<file path="src/include/ces_map.vh">
`ifndef CES_MAP_VH
`define CES_MAP_VH
`define CES_ADDR_S2_RSP    8'h36
`define CES_ADDR_S2_THR    8'h37
`define CES_ADDR_S2_DIV    8'h38
`define CES_ADDR_S3_CFG    8'h39
`define CES_ADDR_STATUS    8'h3C
`define CES_RST_S2_RSP     8'h09
`define CES_RST_S2_THR     8'h00
`define CES_RST_S2_DIV     8'h04
`define CES_RST_S3_CFG     8'h00
`define CES_CLK_KHZ        125000
`endif

</file>
<file path="src/ces_stage_seq.v">
// Design decision made here: strobed register access.
`timescale 1ns/100ps
`default_nettype none
`include "ces_map.vh"
module ces_stage_seq #(
    parameter [7:0]  S2_RSP_INIT = `CES_RST_S2_RSP,
    parameter [7:0]  S2_THR_INIT = `CES_RST_S2_THR,
    parameter [7:0]  S2_DIV_INIT = `CES_RST_S2_DIV,
    parameter [7:0]  S3_CFG_INIT = `CES_RST_S3_CFG,
    parameter [31:0] CYC_PER_MS  = `CES_CLK_KHZ
) (
    // clock and reset
    input  wire        clk_in,
    input  wire        resetn_in,
    // register port
    input  wire [7:0]  addr_in,
    input  wire [7:0]  wdata_in,
    input  wire        wr_in,
    input  wire        rd_in,
    output reg  [7:0]  rdata_out,
    // sequencer context
    input  wire        start_in,
    input  wire        legacy_in,
    input  wire        bus_ready_in,
    input  wire        bus_present_in,
    input  wire [3:0]  stage2_trigger_select_in,
    input  wire        stage2_timer_behaviour_in,
    input  wire [2:0]  stage2_timer_value_in,
    input  wire [3:0]  stage3_response_code_in,
    input  wire [3:0]  stage3_compare_level_in,
    // comparator results from the analog front end
    input  wire        pos_above_in,
    input  wire        pos_above_floor_in,
    input  wire        neg_above_in,
    // analog controls
    output reg  [3:0]  compare_level_out,
    output reg         cmp_on_neg_out,
    output reg  [1:0]  pos_mode_out,
    output reg  [1:0]  neg_mode_out,
    output reg         lines_short_out,
    output reg         pos_rst_pd_out,
    output reg         neg_rst_pd_out,
    output reg  [3:0]  magnitude_out,
    output reg  [1:0]  sink_current_out,
    output reg  [2:0]  divider_fraction_out,
    output reg         done_out
);
    // line modes: off, driven voltage, resistor to ground, divider
    localparam [1:0] LM_OFF = 2'h0;
    localparam [1:0] LM_VOLT = 2'h1;
    localparam [1:0] LM_RES = 2'h2;
    localparam [1:0] LM_DIV = 2'h3;
    localparam [2:0] ST_IDLE = 3'h0;
    localparam [2:0] ST_WAIT = 3'h1;
    localparam [2:0] ST_DELAY = 3'h2;
    localparam [2:0] ST_HOLD = 3'h3;
    localparam [2:0] ST_DONE = 3'h4;

    // preloaded read-only fields; software writes are ignored
    wire [3:0] stage2_response_code      = S2_RSP_INIT[3:0];
    wire [3:0] stage2_response_magnitude = S2_RSP_INIT[7:4];
    wire [1:0] stage2_sink_current       = S2_THR_INIT[5:4];
    wire [3:0] stage2_compare_level      = S2_THR_INIT[3:0];
    wire [2:0] stage2_divider_fraction   = S2_DIV_INIT[2:0];
    wire [2:0] stage3_trigger_select     = S3_CFG_INIT[2:0];
    wire       stage3_timer_behaviour    = S3_CFG_INIT[6];
    wire [2:0] stage3_timer_value        = S3_CFG_INIT[5:3];

    reg  [2:0]  state_r;
    reg         stage_r;
    reg  [31:0] cnt_r;
    reg  [6:0]  ms_r;
    reg         pos_touched_r;
    reg         neg_touched_r;

    // current step's configuration
    wire [2:0] trig = stage_r ? stage3_trigger_select
                              : stage2_trigger_select_in[2:0];
    wire       tbeh = stage_r ? stage3_timer_behaviour
                              : stage2_timer_behaviour_in;
    wire [2:0] tval = stage_r ? stage3_timer_value : stage2_timer_value_in;
    wire [3:0] rcode = stage_r ? stage3_response_code_in
                               : stage2_response_code;
    wire [3:0] lvl = stage_r ? stage3_compare_level_in
                             : stage2_compare_level;

    // timer value to milliseconds
    reg [6:0] ms_sel;
    always @* begin
        case (tval)
            3'h0: ms_sel = 7'd0;
            3'h1: ms_sel = 7'd1;
            3'h2: ms_sel = 7'd5;
            3'h3: ms_sel = 7'd10;
            3'h4: ms_sel = 7'd20;
            3'h5: ms_sel = 7'd40;
            3'h6: ms_sel = 7'd80;
            default: ms_sel = 7'd100;
        endcase
    end

    // trigger detection; reserved selects never fire
    reg hit;
    always @* begin
        case (trig)
            3'h0: hit = bus_ready_in;
            3'h7: hit = bus_present_in;
            3'h1: hit = pos_above_in;
            3'h6: hit = pos_above_in;
            3'h3: hit = neg_above_in;
            3'h2: hit = ~pos_above_in & pos_above_floor_in;
            default: hit = 1'b0;
        endcase
    end

    // response decode into per-line modes
    reg [1:0] pm_nxt;
    reg [1:0] nm_nxt;
    reg       sh_nxt;
    reg       ppd_nxt;
    reg       npd_nxt;
    always @* begin
        pm_nxt = pos_mode_out;
        nm_nxt = neg_mode_out;
        sh_nxt = lines_short_out;
        ppd_nxt = pos_rst_pd_out;
        npd_nxt = neg_rst_pd_out;
        case (rcode)
            4'h0: begin
                pm_nxt = LM_OFF;
                nm_nxt = LM_OFF;
                sh_nxt = 1'b0;
            end
            4'h1: pm_nxt = LM_VOLT;
            4'h2: nm_nxt = LM_VOLT;
            4'h3: begin
                pm_nxt = LM_VOLT;
                nm_nxt = LM_VOLT;
            end
            4'h4: pm_nxt = LM_RES;
            4'h7: nm_nxt = LM_RES;
            4'hD: begin
                pm_nxt = LM_RES;
                nm_nxt = LM_RES;
            end
            4'h6: pm_nxt = LM_DIV;
            4'h9: nm_nxt = LM_DIV;
            4'hC: begin
                pm_nxt = LM_DIV;
                nm_nxt = LM_DIV;
            end
            4'hA: sh_nxt = 1'b1;
            4'hE, 4'hF: begin
                if (trig == 3'h7) begin
                    ppd_nxt = 1'b0;
                    npd_nxt = 1'b0;
                end
            end
            default: ;
        endcase
        // single-line responses keep the pull-down only if untouched
        if (rcode == 4'h1 || rcode == 4'h4 || rcode == 4'h6) begin
            ppd_nxt = (trig == 3'h0) & ~pos_touched_r;
        end
        if (rcode == 4'h2 || rcode == 4'h7 || rcode == 4'h9) begin
            npd_nxt = (trig == 3'h0) & ~neg_touched_r;
        end
        if (pm_nxt != LM_OFF) begin
            ppd_nxt = ppd_nxt & ~(rcode == 4'h3 || rcode == 4'hD
                                  || rcode == 4'hC);
        end
        if (nm_nxt != LM_OFF) begin
            npd_nxt = npd_nxt & ~(rcode == 4'h3 || rcode == 4'hD
                                  || rcode == 4'hC);
        end
    end

    wire ms_tick = (cnt_r == CYC_PER_MS - 32'd1);
    wire is_div = (rcode == 4'h6) | (rcode == 4'h9) | (rcode == 4'hC);
    wire is_volt = (rcode == 4'h1) | (rcode == 4'h2) | (rcode == 4'h3);

    // applies the decoded response and its analog settings
    task apply;
        begin
            pos_mode_out <= pm_nxt;
            neg_mode_out <= nm_nxt;
            lines_short_out <= sh_nxt;
            pos_rst_pd_out <= ppd_nxt;
            neg_rst_pd_out <= npd_nxt;
            pos_touched_r <= pos_touched_r | (pm_nxt != LM_OFF);
            neg_touched_r <= neg_touched_r | (nm_nxt != LM_OFF);
            if (stage_r == 1'b0) begin
                magnitude_out <= stage2_response_magnitude;
                if (!legacy_in && is_volt
                    && stage2_response_magnitude == 4'h0) begin
                    sink_current_out <= stage2_sink_current;
                end
                if (legacy_in && is_div
                    && stage2_divider_fraction != 3'h7) begin
                    divider_fraction_out <= stage2_divider_fraction;
                end
            end
        end
    endtask

    // sequencer: stage 2 then stage 3, each waits, times, responds
    always @(posedge clk_in) begin
        if (!resetn_in) begin
            state_r <= ST_IDLE;
            stage_r <= 1'b0;
            cnt_r <= 32'h0000_0000;
            ms_r <= 7'h00;
            pos_touched_r <= 1'b0;
            neg_touched_r <= 1'b0;
            compare_level_out <= 4'h0;
            cmp_on_neg_out <= 1'b0;
            pos_mode_out <= LM_OFF;
            neg_mode_out <= LM_OFF;
            lines_short_out <= 1'b0;
            pos_rst_pd_out <= 1'b0;
            neg_rst_pd_out <= 1'b0;
            magnitude_out <= 4'h0;
            sink_current_out <= 2'h0;
            divider_fraction_out <= 3'h0;
            done_out <= 1'b0;
        end else begin
            // level only loaded for line triggers under standard profiles
            if (trig != 3'h0 && trig != 3'h7 && !legacy_in
                && lvl != 4'hF) begin
                compare_level_out <= lvl;
            end
            cmp_on_neg_out <= (trig == 3'h3);
            case (state_r)
                ST_IDLE: begin
                    if (start_in) begin
                        state_r <= ST_WAIT;
                        stage_r <= 1'b0;
                        done_out <= 1'b0;
                        pos_rst_pd_out <= 1'b1;
                        neg_rst_pd_out <= 1'b1;
                        pos_touched_r <= 1'b0;
                        neg_touched_r <= 1'b0;
                    end
                end
                ST_WAIT: begin
                    if (hit) begin
                        cnt_r <= 32'h0000_0000;
                        ms_r <= ms_sel;
                        if (tbeh) begin
                            apply;
                            state_r <= ST_HOLD;
                        end else begin
                            state_r <= ST_DELAY;
                        end
                    end
                end
                ST_DELAY, ST_HOLD: begin
                    if (ms_r == 7'h00) begin
                        if (state_r == ST_DELAY) begin
                            apply;
                        end else if (!hit && trig != 3'h0
                                     && trig != 3'h7) begin
                            // hold over and trigger gone: withdraw
                            pos_mode_out <= LM_OFF;
                            neg_mode_out <= LM_OFF;
                            lines_short_out <= 1'b0;
                        end
                        state_r <= stage_r ? ST_DONE : ST_WAIT;
                        stage_r <= 1'b1;
                    end else if (ms_tick) begin
                        cnt_r <= 32'h0000_0000;
                        ms_r <= ms_r - 7'd1;
                    end else begin
                        cnt_r <= cnt_r + 32'd1;
                    end
                end
                ST_DONE: begin
                    done_out <= 1'b1;
                    state_r <= ST_IDLE;
                end
                default: state_r <= ST_IDLE;
            endcase
        end
    end

    // register reads, one cycle latency; unmapped reads zero
    always @(posedge clk_in) begin
        if (!resetn_in) begin
            rdata_out <= 8'h00;
        end else if (rd_in) begin
            case (addr_in)
                `CES_ADDR_S2_RSP: rdata_out <= S2_RSP_INIT;
                `CES_ADDR_S2_THR: rdata_out <= {2'b00, S2_THR_INIT[5:0]};
                `CES_ADDR_S2_DIV: rdata_out <= {5'h00, S2_DIV_INIT[2:0]};
                `CES_ADDR_S3_CFG: rdata_out <= {1'b0, S3_CFG_INIT[6:0]};
                `CES_ADDR_STATUS: rdata_out <= {4'h0, done_out, state_r};
                default: rdata_out <= 8'h00;
            endcase
        end else begin
            rdata_out <= 8'h00;
        end
    end
endmodule
`default_nettype wire

</file>
<file path="config.mk">
export PLATFORM = sky130hd
export DESIGN_NAME = ces_stage_seq
export DESIGN_NICKNAME = d
export VERILOG_FILES = /design/src/ces_stage_seq.v
export VERILOG_INCLUDE_DIRS = /design/src /design/src/include
export SDC_FILE = /design/constraint.sdc
export NUM_CORES = 1
export LEC_CHECK = 0
export BUFFER_PORTS_ARGS = -buffer_cell sky130_fd_sc_hd__buf_2
export CORE_MARGIN = 1.5
export CORE_UTILIZATION = 40
export CTS_CLUSTER_DIAMETER = 80
export DETAILED_ROUTE_END_ITERATION = 10
export PLACE_DENSITY = 0.73
export SLEW_MARGIN = 20
export SYNTH_ARGS = -nofsm -noshare
export SYNTH_HDL_FRONTEND = slang
export SYNTH_SLANG_ARGS = --single-unit
export TNS_END_PERCENT = 10
</file>
<file path="constraint.sdc">
create_clock -name clk_in -period 6.59 [get_ports clk_in]
set_input_delay 0.659 -clock clk_in [delete_from_list [all_inputs] [get_ports clk_in]]
set_output_delay 0.659 -clock clk_in [all_outputs]
set_load 0.1 [all_outputs]
</file>
# After elaboration in Yosys (flattened, before gate mapping)
# Cells that the tools add are included.
# op_classes
addsub,2
n_eq_ne,41
muxes,95
n_bitwise,15
reduce_logical,45
# ops
op,n
$mux 32,3
$pmux 32 s2,1
$pmux 7 s7,1
$mux 3,12
$mux 1,34
$add 32x1->32 const B,1
$eq 32x17->1 const B,1
$mux 2,15
$mux 4,7
$eq 4x4->1 const B,6
$eq 8x6->1 const B,3
$mux 7,3
$eq 3x2->1 const B,6
$eq 3x3->1 const B,6
$reduce_or 2->1,9
$pmux 2 s4,2
$ne 2x2->1 const B,7
$pmux 7 s2,1
$eq 4x3->1 const B,3
$pmux 1 s3,4
$pmux 2 s2,3
$pmux 4 s3,1
$reduce_and 5->1,2
$reduce_bool 2->1,5
other kinds (25),62
# totals
ff_bits,75
input_bits,43
elab_cells,216

# Logic depth before layout (Yosys ltp)
# depth
depth_word,11
mapped_depth,9

# Worst setup path after synthesis
# Ideal clock, no wire load.
# synth_timing
path_kind,input port to flip-flop
from,in stage2_trigger_select_in[1]
to,reg cnt_r[22]
setup_ns,0.066
arrival_ns,2.364
t_required_ns,6.524
slack_ns,4.160
path_stages,7
n_path_buf,2
cell_sequence,buf_6 or4b_4 o211ai_4 o311ai_4 buf_6 or4_4 a21oi_2
# synth_via
elab_chain_cells,6
word_cells_on_any_way,11
# synth_lines
item,line,source
"start, declared",ces_stage_seq.v:26,"input wire [3:0] stage2_trigger_select_in,"
$mux 3 *,ces_stage_seq.v:77,wire [2:0] trig = stage_r ? stage3_trigger_select
$eq 3x3->1 or $eq 3x1->1 (tied branches),ces_stage_seq.v:105,case (trig)
$reduce_or 2->1 (no source line),--,
$pmux 1 s5 *,ces_stage_seq.v:105,
$ne 2x2->1 (no source line) *,--,
$reduce_and 3->1 (no source line) *,--,
"end signal, assigned",ces_stage_seq.v:274,cnt_r <= cnt_r + 32'd1;
"end, declared",ces_stage_seq.v:71,reg [31:0] cnt_r;
# Mark *: on every way between the ends. The rest lies on a longest branch, timed or not.
# A chain may end at the register's enable or synchronous reset.

# Worst setup path after layout
# layout_timing
from,reg stage_r
to,reg cnt_r[4]
# layout_via
elab_chain_cells,6
word_cells_on_any_way,11
# layout_lines
item,line,source
"start, declared",ces_stage_seq.v:70,reg stage_r;
"start signal, assigned",ces_stage_seq.v:210,stage_r <= 1'b0;
"start signal, assigned",ces_stage_seq.v:237,stage_r <= 1'b0;
"start signal, assigned",ces_stage_seq.v:269,stage_r <= 1'b1;
$mux 3 *,ces_stage_seq.v:77,
$eq 3x3->1 or $eq 3x1->1 (tied branches),ces_stage_seq.v:105,
$reduce_or 2->1 (no source line),--,
$pmux 1 s5 *,ces_stage_seq.v:105,
$ne 2x2->1 (no source line) *,--,
$reduce_and 3->1 (no source line) *,--,
# Marks and branches as above.

==> results.md <==
* Gr busiest metal: met2
* # diodes at 0
* Maximum fanout along the worst path at 31
* Placed insts at 640
* Critical path launch point type: flip-flop
* Core Rows at 35
* Root Driver: clkbuf_8
* Leak pwr at 1.512 nW
* Die X at 101.7 um
* Net count, final at 568
* Crit path buf inv count at 3
* Least-Margin Pin Slew at 0.9543 ns
* Die Span Y at 101.7 um
* RSZ-0062 raised after global routing: no
* Mapped Area at 0.003896 mm2
* Final Wtd Congestion at 0.8297
* CTS Buffer Depth at 2
* Register area at 0.001261 mm2
* Largest stage delay on the critical path at 0.95 ns
* Largest cells by area after synthesis: dfxtp_1 32%, a21oi_1 5.8%, nand2_1 4.8%
* R2R setup slack at 3.46 ns
* Slowest cell on crit path: dfxtp_1
* Number of DRC markers in iteration 0 at 215
* Synth Instances at 492
* Clk sink count at 63
* Io pins at 73
* Post_cts resized at 0
* Area of the multi-input gates at 0.002382 mm2
* Count leader, synth: dfxtp_1
* Via/cell ratio at 5.852
* Top_reg_cell synth: dfxtp_1
* Clock latency on the worst-skew pair at 0.35 ns
* Antenna violations before repair at 0
* CP required at 6.89 ns
* CP Cell Sequence: inv_1 > o211a_1 > o31ai_4 > buf_4 > o21ai_2 > buf_4 > o21ba_2
* Final hold slack at 0.4260 ns
* Most frequent cell on the critical path: buf_4
* GR Overflow Total at 0
* Total power at 0.001580 W
* Ratio of cells with drive above 1 in the final layout at 0.1540
* CTS H-tree lvls at 3
* Crit path time final at 3.125 ns
* Total Routed Length at 9524 um
* Hold crit path type: flip-flop to flip-flop
* GR Util met3 at 0.04141
* VDD IR max at 138.0 uV
* Max Clock Skew at 0.01007 ns
* Ys async rst share at 0
* CTS buffer count at 9
* Crit Path Category: flip-flop to flip-flop
* Crit end category: flip-flop
* Met1 GRT Util at 0.2317
* DRC at 0
* GRT Total Usage at 0.1854
* CTS tree: built
* Post-CTS Setup Repair Bufs at 0
* Yosys cell types at 67
* Post-route ant nets at 0
* Port-buffer cells at 46
* TritonRoute pass-1 iters at 5
* Reg clk slew, reported paths at 0.07 ns
* Met2 track utilization from global routing at 0.3221
* First-pass GRT wire length at 15,350 um
* PwrDens at 361.8 mW/mm2
* Setup_tns at 0 ns
* Core Region at 0.009328 mm2
* Yosys reg bits at 63
* Seq/Total Area, Yosys at 0.3237
* Fin crit share at 0.4742
* Routed WL per cell at 14.54 um
* Critical path depth at 7
* Final Worst Setup Slack at 3.465 ns
* Status: completed
* Largest net degree at the start of global routing at 32
* CP Launch Point: stage_r
* Setup crit end: cnt_r[4]
* DP HPWL at 6724 um
* Fin cells at 655
* Synth top cells by count: 63 x dfxtp_1, 50 x nand2_1, 45 x a21oi_1, 36 x o21ai_0, 23 x inv_1
* Max Fclk at 0.3200 GHz
* Max_cap viols at 0
* Pre-CTS WS at 3.256 ns
* Hold Violations, Final at 0
* Via count of the first global-routing pass at 3,397
* R2R depth at 7
* Area leader, netlist: dfxtp_1
* Hold_buf cts at 0
* Syn_area_per_cell at 7.919 um2
* Final Max Slew Viols at 0
* Rel. slew slack at 0.3579
* Reg2reg end: cnt_r[4]
* Setup violations, final at 0
* Syn. warnings at 0
* Critical R2R Launch: stage_r
* Area grow syn2layout at 12.07%
* Number of synthesized flops with an enable pin at 0
* Top cell type's share of synthesized area at 0.3237
* Via count at 3,833
* Worst path arrival time at 3.42 ns
* CP delay by family, top: compound AO/OA/AOI/OAI gates
* Initial Utilization at 0.4177
* Fillers at 934
* DIE AREA at 0.01034 mm2
[registers in the layout, summed over array words and instances (netlist names)]
name and count:
cnt_r 32, ms_r 7, compare_level_out 4, rdata_out 4
state_r 3, neg_mode_out 2, pos_mode_out 2, cmp_on_neg_out 1
divider_fraction_out 1, done_out 1, lines_short_out 1, neg_rst_pd_out 1
neg_touched_r 1, pos_rst_pd_out 1, pos_touched_r 1, stage_r 1
[cell type report]
cell class                 count  share of cell area
multi-input combinational    377              0.5456
sequential                    63              0.2888
timing repair buffer          48             0.05616
clock buffer                  12             0.03782
tap                          129             0.03696
inverter                      23             0.01977
clock inverter                 3             0.01490
[metal layers]
metal  vias to the layer above  wire length [um]
li1                       1898                 -
met1                      1819              4346
met2                       110              4649
met3                         6               464
met4                         0                63
met5                         -                 0
[stage by stage]
step	cell area, um2	utilization
after global routing	4367	0.4681
after global placement	4121	0.4419
after floorplan	3938	-
final	4367	0.4681
after CTS	4352	0.4665
after detailed placement	4121	0.4419
[cells in the final DEF (no fill, tap or decap), types with 3 or more instances in the layout]
master and n:
dfxtp_1 63, nand2_1 50, buf_2 46, a21oi_1 45, o21ai_0 35, inv_1 23, nor2_1 19, o31ai_1 18
or4_1 18, or3_1 16, nor3_1 12, nand3_1 12, nand4_1 12, conb_1 12, clkbuf_8 12, mux2i_1 9
nor4_1 9, nor2b_1 7, nor3b_1 6, a31oi_1 6, nand2b_1 6, and3_1 5, nand3b_1 4, and4_1 4
o31a_1 4, a211oi_1 4, o2111ai_1 3, nand4b_1 3, o22ai_1 3, nor4b_1 3, xor2_1 3, a221oi_1 3
xnor2_1 3, ha_1 3
[cells by family (layout without fill, tap and decap cells)]
logic type	Yosys count	in the layout	share of synthesized area
other	1	12	0.0009625
muxes	9	9	0.02312
DFF	63	63	0.3237
and+or+nand+nor	198	198	0.2932
AOI/OAI and AO/OA	149	149	0.2556
xor gates and xnor gates	6	6	0.01349
adders and majority gates	3	3	0.009635
buffers and inverters	63	86	0.08028
[power breakdown]
part	total (W)	internal [W]	switching (W)
sequential	0.000492	0.000425	0.0000674
combinational	0.000697	0.000217	0.000480
clock	0.000391	0.000241	0.000149
[worst min-delay path, stage by stage, from the launching register on]
cell	delay, ns
dfxtp_1	0.31
inv_1	0.05
nor2_1	0.03
[worst min-delay path by stage]
| stage | start | end | slack [ns] | depth (start not counted) |
|---|---|---|---|---|
| after floorplan | neg_touched_r | neg_touched_r | 0.45 | 2 |
| after global routing | compare_level_out[1] | compare_level_out[1] | 0.45 | 2 |
| after CTS | compare_level_out[3] | compare_level_out[3] | 0.43 | 2 |
| after global placement | compare_level_out[1] | compare_level_out[1] | 0.41 | 2 |
| after detailed placement | compare_level_out[3] | compare_level_out[3] | 0.42 | 2 |
| final | compare_level_out[3] | compare_level_out[3] | 0.43 | 2 |
Note: power is estimated with default switching activity, not from simulation.
